===== config.mk =====
export PLATFORM = sky130hd
export DESIGN_NAME = reset_and_stop_recovery_ctrl
export DESIGN_NICKNAME = d
export VERILOG_FILES = /design/src/include/rst_ctrl_pkg.sv /design/src/logic/reset_and_stop_recovery_ctrl.sv
export SDC_FILE = /design/constraint.sdc
export NUM_CORES = 1
export LEC_CHECK = 0
export BUFFER_PORTS_ARGS = -buffer_cell sky130_fd_sc_hd__buf_2
export CAP_MARGIN = 20
export CORE_MARGIN = 2
export CORE_UTILIZATION = 30
export DETAILED_ROUTE_END_ITERATION = 10
export PLACE_DENSITY = 0.49
export SLEW_MARGIN = 15
export SYNTH_ARGS = -nofsm -noshare
export SYNTH_HDL_FRONTEND = slang
export SYNTH_SLANG_ARGS = --single-unit

===== constraint.sdc =====
create_clock -name CLK_SYS_I -period 2.74 [get_ports CLK_SYS_I]
set_input_delay 0.274 -clock CLK_SYS_I [delete_from_list [all_inputs] [get_ports CLK_SYS_I]]
set_output_delay 0.274 -clock CLK_SYS_I [all_outputs]
set_load 0.02 [all_outputs]

===== src/include/rst_ctrl_pkg.sv =====
package rst_ctrl_pkg;

  // ----------------------------------------
  // Latency figures
  // ----------------------------------------
  localparam int unsigned OSC_CYCLES_RESET = 66;
  localparam int unsigned CNT_W = 16;
  localparam logic [CNT_W-1:0] CNT_ZERO = 16'h0000;
  localparam logic [CNT_W-1:0] CNT_ONE = 16'h0001;
  localparam int unsigned OSC_STARTUP_CYC = 16;
  localparam int unsigned XTAL_STARTUP_CYC = 256;
  localparam int unsigned GPIO_W = 8;

  typedef enum logic [1:0] {
    KIND_NONE,
    KIND_SYSTEM,
    KIND_STOP_RECOVERY
  } reset_kind_type;

  typedef struct packed {
    logic power_on;
    logic brownout;
    logic watchdog;
    logic ext_pin;
    logic debug;
  } sys_src_type;

endpackage


===== src/logic/reset_and_stop_recovery_ctrl.sv =====
`timescale 1ns/10ps
// Contract
// RL1 - Power-on or brown-out starts system reset
// RL2 - Watchdog resets only if option selects reset
// RL3 - Reset pin acts only when alternate enabled
// RL4 - Debug control bit zero set forces reset
// RL5 - Watchdog in STOP starts stop recovery
// RL6 - Enabled GPIO edge in STOP starts recovery
// RL7 - System reset holds CPU 66 oscillator cycles
// RL8 - Recovery resets CPU, watchdog, oscillator regs only
// RL9 - Crystal enabled lengthens system reset duration; the count loaded by RST_I is SYS_LEN (66) whatever the crystal option
// RL10 - Oscillator-tick counter restarts while sources asserted
module reset_and_stop_recovery_ctrl #(
  parameter int unsigned RESET_CYC = rst_ctrl_pkg::OSC_CYCLES_RESET,
  parameter int unsigned OSC_START_CYC = rst_ctrl_pkg::OSC_STARTUP_CYC,
  parameter int unsigned XTAL_START_CYC = rst_ctrl_pkg::XTAL_STARTUP_CYC,
  parameter int unsigned GPIO_W = rst_ctrl_pkg::GPIO_W
) (
  input wire logic CLK_SYS_I,
  input wire logic RST_I,
  input wire logic OSC_TICK_I,
  input wire logic POWER_ON_I,
  input wire logic SUPPLY_BROWNOUT_RESET_I,
  input wire logic WATCHDOG_TIMEOUT_I,
  input wire logic WATCHDOG_RESET_SELECT_OPTION_I,
  input wire logic EXT_RESET_PIN_N_I,
  input wire logic EXT_RESET_AF_EN_I,
  input wire logic DEBUG_UNIT_CONTROL_REG_BIT0_I,
  input wire logic STOP_MODE_I,
  input wire logic [GPIO_W-1:0] GPIO_IN_I,
  input wire logic [GPIO_W-1:0] STOP_RECOVERY_SRC_EN_I,
  input wire logic XTAL_ENABLE_OPTION_I,
  output logic CPU_RESET_O,
  output logic CTRL_REGS_RESET_O,
  output logic WDT_OSC_REGS_RESET_O,
  output logic [1:0] RESET_KIND_O
);

  // ----------------------------------------
  // Load lengths
  // ----------------------------------------
  localparam logic [rst_ctrl_pkg::CNT_W-1:0] SYS_LEN =
    rst_ctrl_pkg::CNT_W'(RESET_CYC);
  localparam logic [rst_ctrl_pkg::CNT_W-1:0] SYS_XTAL_LEN =
    rst_ctrl_pkg::CNT_W'(RESET_CYC + XTAL_START_CYC);
  localparam logic [rst_ctrl_pkg::CNT_W-1:0] SMR_LEN =
    rst_ctrl_pkg::CNT_W'(RESET_CYC + OSC_START_CYC);

  // ----------------------------------------
  // Declarations
  // ----------------------------------------
  rst_ctrl_pkg::sys_src_type src;
  logic sys_req;
  logic smr_req;
  logic smr_allowed;
  logic load;
  logic [GPIO_W-1:0] gpio_prev_r;
  logic [GPIO_W-1:0] gpio_prev_nxt;
  logic [GPIO_W-1:0] gpio_edge;
  logic [rst_ctrl_pkg::CNT_W-1:0] cnt_r;
  logic [rst_ctrl_pkg::CNT_W-1:0] cnt_nxt;
  rst_ctrl_pkg::reset_kind_type kind_r;
  rst_ctrl_pkg::reset_kind_type kind_nxt;
  logic cpu_rst_r;
  logic cpu_rst_nxt;
  logic ctrl_rst_r;
  logic ctrl_rst_nxt;
  logic wo_rst_r;
  logic wo_rst_nxt;

  // ----------------------------------------
  // Latency selection
  // ----------------------------------------
  // One place for the load value used on the load path; the RST_I path loads SYS_LEN directly
  function automatic logic [rst_ctrl_pkg::CNT_W-1:0] load_len(
    input rst_ctrl_pkg::reset_kind_type kind,
    input logic xtal
  );
    logic [rst_ctrl_pkg::CNT_W-1:0] len;
    len = rst_ctrl_pkg::CNT_ZERO;
    case (kind)
      rst_ctrl_pkg::KIND_SYSTEM: begin
        len = xtal ? SYS_XTAL_LEN : SYS_LEN; // RL7 RL9
      end
      rst_ctrl_pkg::KIND_STOP_RECOVERY: begin
        len = SMR_LEN; // RL8
      end
      default: begin
        len = rst_ctrl_pkg::CNT_ZERO;
      end
    endcase
    return len;
  endfunction

  // ----------------------------------------
  // Recovery pin samplers
  // ----------------------------------------
  // Reset loads the live pin level, so no false edge follows reset
  for (genvar i = 0; i < GPIO_W; i++) begin : g_pin
    always_comb begin
      gpio_prev_nxt[i] = GPIO_IN_I[i];
      gpio_edge[i] = (GPIO_IN_I[i] ^ gpio_prev_r[i]) & STOP_RECOVERY_SRC_EN_I[i]; // RL6
    end

    always_ff @(posedge CLK_SYS_I) begin
      if (RST_I) begin
        gpio_prev_r[i] <= GPIO_IN_I[i];
      end else begin
        gpio_prev_r[i] <= gpio_prev_nxt[i];
      end
    end
  end

  // ----------------------------------------
  // Source combining
  // ----------------------------------------
  always_comb begin
    src.power_on = POWER_ON_I; // RL1
    src.brownout = SUPPLY_BROWNOUT_RESET_I; // RL1
    src.watchdog = WATCHDOG_TIMEOUT_I & ~STOP_MODE_I & WATCHDOG_RESET_SELECT_OPTION_I; // RL2
    src.ext_pin = ~EXT_RESET_PIN_N_I & EXT_RESET_AF_EN_I; // RL3
    src.debug = DEBUG_UNIT_CONTROL_REG_BIT0_I; // RL4
    sys_req = |src;
    smr_req = STOP_MODE_I & (WATCHDOG_TIMEOUT_I | (|gpio_edge)); // RL5 RL6
    // A pending system reset wins; once its count is done recovery may start
    smr_allowed = (kind_r != rst_ctrl_pkg::KIND_SYSTEM) ||
      (cnt_r == rst_ctrl_pkg::CNT_ZERO);
    load = sys_req | (smr_req & smr_allowed); // RL10
  end

  // ----------------------------------------
  // Reset kind
  // ----------------------------------------
  always_comb begin
    kind_nxt = kind_r;
    if (sys_req) begin
      kind_nxt = rst_ctrl_pkg::KIND_SYSTEM; // RL1 RL2 RL3 RL4
    end else if (smr_req && smr_allowed) begin
      kind_nxt = rst_ctrl_pkg::KIND_STOP_RECOVERY; // RL5 RL6
    end else if (cnt_r == rst_ctrl_pkg::CNT_ZERO) begin
      kind_nxt = rst_ctrl_pkg::KIND_NONE;
    end
  end

  always_ff @(posedge CLK_SYS_I) begin
    if (RST_I) begin
      kind_r <= rst_ctrl_pkg::KIND_SYSTEM;
    end else begin
      kind_r <= kind_nxt;
    end
  end

  // ----------------------------------------
  // Latency counter
  // ----------------------------------------
  // Counting in oscillator ticks keeps the latency fixed even if the system clock moves
  always_comb begin
    cnt_nxt = cnt_r;
    if (load) begin
      cnt_nxt = load_len(kind_nxt, XTAL_ENABLE_OPTION_I); // RL7 RL8 RL9 RL10
    end else if (cnt_r != rst_ctrl_pkg::CNT_ZERO) begin
      if (OSC_TICK_I) begin
        cnt_nxt = cnt_r - rst_ctrl_pkg::CNT_ONE; // RL10
      end
    end
  end

  always_ff @(posedge CLK_SYS_I) begin
    if (RST_I) begin
      cnt_r <= SYS_LEN;
    end else begin
      cnt_r <= cnt_nxt;
    end
  end

  // ----------------------------------------
  // Reset outputs
  // ----------------------------------------
  always_comb begin
    cpu_rst_nxt = (cnt_nxt != rst_ctrl_pkg::CNT_ZERO); // RL7 RL8
    case (kind_nxt)
      rst_ctrl_pkg::KIND_SYSTEM: begin
        ctrl_rst_nxt = cpu_rst_nxt; // RL7
        wo_rst_nxt = cpu_rst_nxt;
      end
      rst_ctrl_pkg::KIND_STOP_RECOVERY: begin
        ctrl_rst_nxt = 1'b0; // RL8
        wo_rst_nxt = cpu_rst_nxt; // RL8
      end
      default: begin
        ctrl_rst_nxt = 1'b0;
        wo_rst_nxt = 1'b0;
      end
    endcase
  end

  always_ff @(posedge CLK_SYS_I) begin
    if (RST_I) begin
      cpu_rst_r <= 1'b1;
      ctrl_rst_r <= 1'b1;
      wo_rst_r <= 1'b1;
    end else begin
      cpu_rst_r <= cpu_rst_nxt;
      ctrl_rst_r <= ctrl_rst_nxt;
      wo_rst_r <= wo_rst_nxt;
    end
  end

  // ----------------------------------------
  // Port drive
  // ----------------------------------------
  // Each output is a flip-flop; nothing combinational reaches the pins
  assign CPU_RESET_O = cpu_rst_r;
  assign CTRL_REGS_RESET_O = ctrl_rst_r;
  assign WDT_OSC_REGS_RESET_O = wo_rst_r;
  assign RESET_KIND_O = kind_r;

endmodule // reset_and_stop_recovery_ctrl


# == Word level (Yosys, flattened, before mapping) ==
# Index checks and enable logic that the tools add are counted.
# totals
register_bits,29
inputBits,28
out_inout_bits,5
word_cells,60
# op_classes
addsub,1
eq_ne,3
mux,10
bitwise,25
reduce_logical,8
# op_table
operator,n
$mux W16,3
$reduce_bool A16 Y1,2
$pmux W9 S2,1
$logic_not A16 Y1,1
$sub A16 B1 Y16 const B,1
$and A1 B1 Y1,13
$mux W9,1
$reduce_or A8 Y1,1
$xor A1 B1 Y1,8
$mux W2,3
$reduce_or A5 Y1,1
$eq A2 B1 Y1 const B,1
$eq A2 B2 Y1 const B,1
$mux W1,2
$ne A2 B1 Y1 const B,1
$not A1 Y1,2
$or A1 B1 Y1,2
$reduce_or A2 Y1,1
$logic_and A1 B1 Y1,1
$logic_or A1 B1 Y1,1

# == Logic depth before layout (Yosys ltp) ==
# logic_depth
word_depth,13
depth_mapped,14
mapped_depth_nobuf,13

# == Worst setup path after synthesis ==
# OpenSTA, ideal clock, no wires.
# synth_timing
path_kind,reg-to-reg
start,reg cnt_r[0] in the netlist's numbering
end,"reg ctrl_rst_r, in the netlist CTRL_REGS_RESET_O"
setup_time_ns,0.135
arrival_ns,2.752
required_ns,2.605
slack_ns,-0.148
path_stages_with_launch,14
path_buffers,1
synth_period_minus_slack_ns,2.888
cell_sequence,dfxtp_1 -> inv_1 -> ha_1 -> or3b_2 -> or4_4 -> buf_6 -> nand2_1 -> a22oi_1 -> or2_1 -> ha_1 -> nand2_1 -> nand2b_1 -> mux2i_1 -> o221ai_1
# synth_between
elab_chain_len,10
word_cells_on_any_way,18
classes_between,add/sub (1); eq/ne (2); mux (8); bitwise (2); reduce/logical (5)
# synth_rtl
item,line_no,source
start: declaration,reset_and_stop_recovery_ctrl.sv:60,logic [rst_ctrl_pkg::CNT_W-1:0] cnt_r;
start signal: assignment,reset_and_stop_recovery_ctrl.sv:172,cnt_r <= cnt_nxt;
"parallel branches: the longest is 9 deep, another holds $sub A16 B1 Y16",-,
$mux W1 (*),reset_and_stop_recovery_ctrl.sv:181,case (kind_nxt)
end signal: assignment,reset_and_stop_recovery_ctrl.sv:204,ctrl_rst_r <= ctrl_rst_nxt;
end: declaration,reset_and_stop_recovery_ctrl.sv:66,logic ctrl_rst_r;
# Mark *: on every way between the ends.
# A chain may end at the register's enable or synchronous reset.

# == Worst setup path in the final report ==
# layout_timing
start,reg cnt_r[0] in the netlist's numbering
end,"reg ctrl_rst_r, in the netlist CTRL_REGS_RESET_O"
# layout_between
elab_chain_len,10
word_cells_on_any_way,18
classes_between,add/sub (1); eq/ne (2); mux (8); bitwise (2); reduce/logical (5)
# layout_rtl
item,line_no,source
$logic_not A16 Y1 (*),"reset_and_stop_recovery_ctrl.sv:127, reset_and_stop_recovery_ctrl.sv:140",
$logic_or A1 B1 Y1,reset_and_stop_recovery_ctrl.sv:126,smr_allowed = (kind_r != rst_ctrl_pkg::KIND_SYSTEM) ||
$logic_and A1 B1 Y1,reset_and_stop_recovery_ctrl.sv:138,end else if (smr_req && smr_allowed) begin
$mux W2 (*),reset_and_stop_recovery_ctrl.sv:138,
$mux W2 (*),reset_and_stop_recovery_ctrl.sv:136,if (sys_req) begin
via kind_nxt[1],reset_and_stop_recovery_ctrl.sv:63,rst_ctrl_pkg::reset_kind_type kind_nxt;
$eq A2 B2 Y1 or $eq A2 B1 Y1 (tied branches),"reset_and_stop_recovery_ctrl.sv:81, reset_and_stop_recovery_ctrl.sv:181",
$pmux W9 S2,reset_and_stop_recovery_ctrl.sv:81,case (kind)
$mux W16,reset_and_stop_recovery_ctrl.sv:159,if (load) begin
$reduce_bool A16 Y1,reset_and_stop_recovery_ctrl.sv:180,cpu_rst_nxt = (cnt_nxt != rst_ctrl_pkg::CNT_ZERO);
$mux W1 (*),reset_and_stop_recovery_ctrl.sv:181,
# The timed path passes the listed nets; every way through them passes the cells marked *.

==> flow_summary.toml <==
[status]
status = "finished clean"

[power_and_ir_drop]
power_density_nw_per_um2 = 402.1
vdd_drop_max_v = 0.0002045
p_total_uw = 859.9
p_leak_uw = 0.0008686

[cts]
clkTransAtPathRegs_ns = 0.06
clk_latency_ns = 0.27
cts_max_path_buffers = 2
htreeDepth = 2
cts_tree = "yes"
root_buffer = "clkbuf_8"
cts-hold-fix-buffers = 0
cts_sinks = 29
numCtsBuffers = 5

[global_routing]
antenna_found_initial = 0
grt-ovfl-total = 0
grt_pass1_wl_um = 7100
grt_max_degree = 12
grt_util_all_layers = 0.1500
grt_pass1_vias = 1469

[floorplan]
dieArea_um2 = 5996
core_um2 = 5140
fp.dieW_um = 77.44
ios = 33
num_rows = 26
initial_utilization = 0.3148
die_height_um = 77.44

[critical_path]
cpLargestDelayFamily = "simple AND/OR/NAND/NOR gates"
crit_path_cell_trace = "inv_2 -> ha_2 -> or3b_4 -> or4_4 -> a22oi_2 -> or2_4 -> inv_1 -> ha_1 -> nand2b_4 -> mux2i_4 -> o221ai_1"
required_ns = 2.88
crit_buf_inv = 2
start_kind = "flop"
crit_slowest_cell = "or4_4"
crit_fanout = 3
endpoint_kind = "flop"
critical_path_class = "reg -> reg"
cp_data_arrival_time_ns = 2.75
slowest_delay_ns = 0.56

[yosys]
synth_area_um2 = 1618
async_flop_share = 0
ys.flop_type = "dfxtp_1"
synth_area_per_cell_um2 = 8.792
ys_seq_area_frac = 0.3589
ys.warnings.count = 0
synth_edf_count = 0
synthDistinctLibCells = 51
synth_top_cell_by_area = "dfxtp_1"
synth-seq-cells = 29
synth_cells = 184
syn_nets = 215
yosys-top-cells-area = "dfxtp_1 36%, xor2_1 6.0%, nor2_1 5.6%"
netlist.area_leader.share = 0.3589

[placement]
routabilityCongestion = 0.9074
dp_hpwl_um = 3316
placed_area_um2 = 2003
portBuffers = 32
place_inst = 301

[finish]
synthToLayoutAreaGrowth_pct = 32.17
postLayoutCoreUtil = 0.4160
drive_above_1_share = 0.3487
fin_nets = 269
n_antenna_cell = 0
final_cells = 308
finalInstanceArea_um2 = 2138
nFillCells = 535

[min_path]
hold_class = "in -> reg"

[timing]
rsz0062_at_grt = "false"
finClkSkew_ns = 0.002066
setup_viol = 0
period_share = 0.9523
slew_headroom = 0.6301
fmax_ghz = 0.3832
finalCriticalPeriod_ns = 2.609
drv_slew = 0
finalHoldViolCount = 0
worst_slew_pin_slew_ns = 0.5536

[routing]
wl_um = 4237
firstDrtPassIters = 4
route.met2.wl_um = 1992
top_layer = "met4"
wl_met1_um = 1945
avgViaCountPerCell = 4.938
drc = 0
wl_per_cell_um = 13.76
met3RoutedLength_um = 263
drtIter0Drc = 85
drtAntennaViolNets = 0
dr_total_vias = 1521

[job]
maxCapViolations = 0
[through the flow]
step | setup slack [ns] | TNS [ns] | hold WS, ns
2_1_floorplan | -0.1144 | -0.2752 | 0.3017
3_3_place_gp | 0.07932 | 0 | 0.4001
3_5_place_dp | 0.02998 | 0 | 0.4012
4_1_cts | 0.009501 | 0 | 0.1126
5_1_grt | 0.009833 | 0 | 0.1112
6_report | 0.1306 | 0 | 0.1216
[registers in the layout, summed over array words and instances, names as in the netlist]
name,flops
WDT_OSC_REGS_RESET_O,1
gpio_prev_r,8
RESET_KIND_O,2
cnt_r,16
CPU_RESET_O,1
CTRL_REGS_RESET_O,1
[placed cells by master (no fill, tap or decap), types with 7 or more instances in the layout]
cell type  count
buf_2         32
xor2_1        11
xnor2_1        7
nor2_1        24
nand2_1        8
inv_1          8
buf_4         25
dfxtp_1       28
[cell families (layout without fill, tap and decap cells)]
kind of cell / count (synthesis) / in the layout / share of synthesized area
DFF: 29 / 29 / 0.3589
xor gates and xnor gates: 18 / 18 / 0.09745
buffers and inverters: 19 / 73 / 0.06110
AOI/OAI and AO/OA: 36 / 36 / 0.1818
muxes: 3 / 3 / 0.01933
and+or+nand+nor: 76 / 76 / 0.2583
adders and majority gates: 3 / 3 / 0.02320
[worst paths after layout]
path / start / endpoint / slack (ns) / cells past startpoint
max: cnt_r[0] / CTRL_REGS_RESET_O / 0.13 / 11
min: GPIO_IN_I[6] / gpio_prev_r[6] / 0.12 / 1
max reg2reg: cnt_r[0] / CTRL_REGS_RESET_O / 0.13 / 11
min reg2reg: cnt_r[14] / cnt_r[14] / 0.55 / 2
[routing by layer]
layer	up-vias	track usage
met1	691	0.1960
met3	5	0.03488
met2	42	0.2470
li1	783	-
met4	0	0.04286
met5	-	0
[Yosys cell counts, drive strengths merged, types with 3 or more instances]
cell type  instances
xor2              11
ha                 3
or4                7
a22oi              3
nor4               6
xnor2              7
nand3              4
o21ai              4
nand4              5
buf                7
o41ai              4
dfxtp             29
a21oi              6
nor3               6
nand2             10
nor2              24
clkbuf             3
inv                9
[power by group]
part / total, uW / internal [uW] / switching (uW)
Clock: 348 / 199 / 150
Sequential: 434 / 430 / 3.93
Combinational: 77.9 / 39.0 / 38.9
[timing repair]
action	4_1_cts	5_1_grt
resized for setup	0	11
buffers inserted	0	0
endpoints found under the setup margin	0	4
[final cells by class]
| class | count | area (um2) | share of cell area |
|---|---|---|---|
| Clock buffer | 7 | 86.33 | 0.04037 |
| Inverter | 9 | 33.78 | 0.01580 |
| Timing Repair Buffer | 57 | 347.8 | 0.1627 |
| Tap cell | 70 | 87.58 | 0.04096 |
| Multi-Input combinational cell | 136 | 1001 | 0.4681 |
| Sequential cell | 29 | 581.8 | 0.2721 |
No activity file was read; power rests on OpenSTA's default activity.
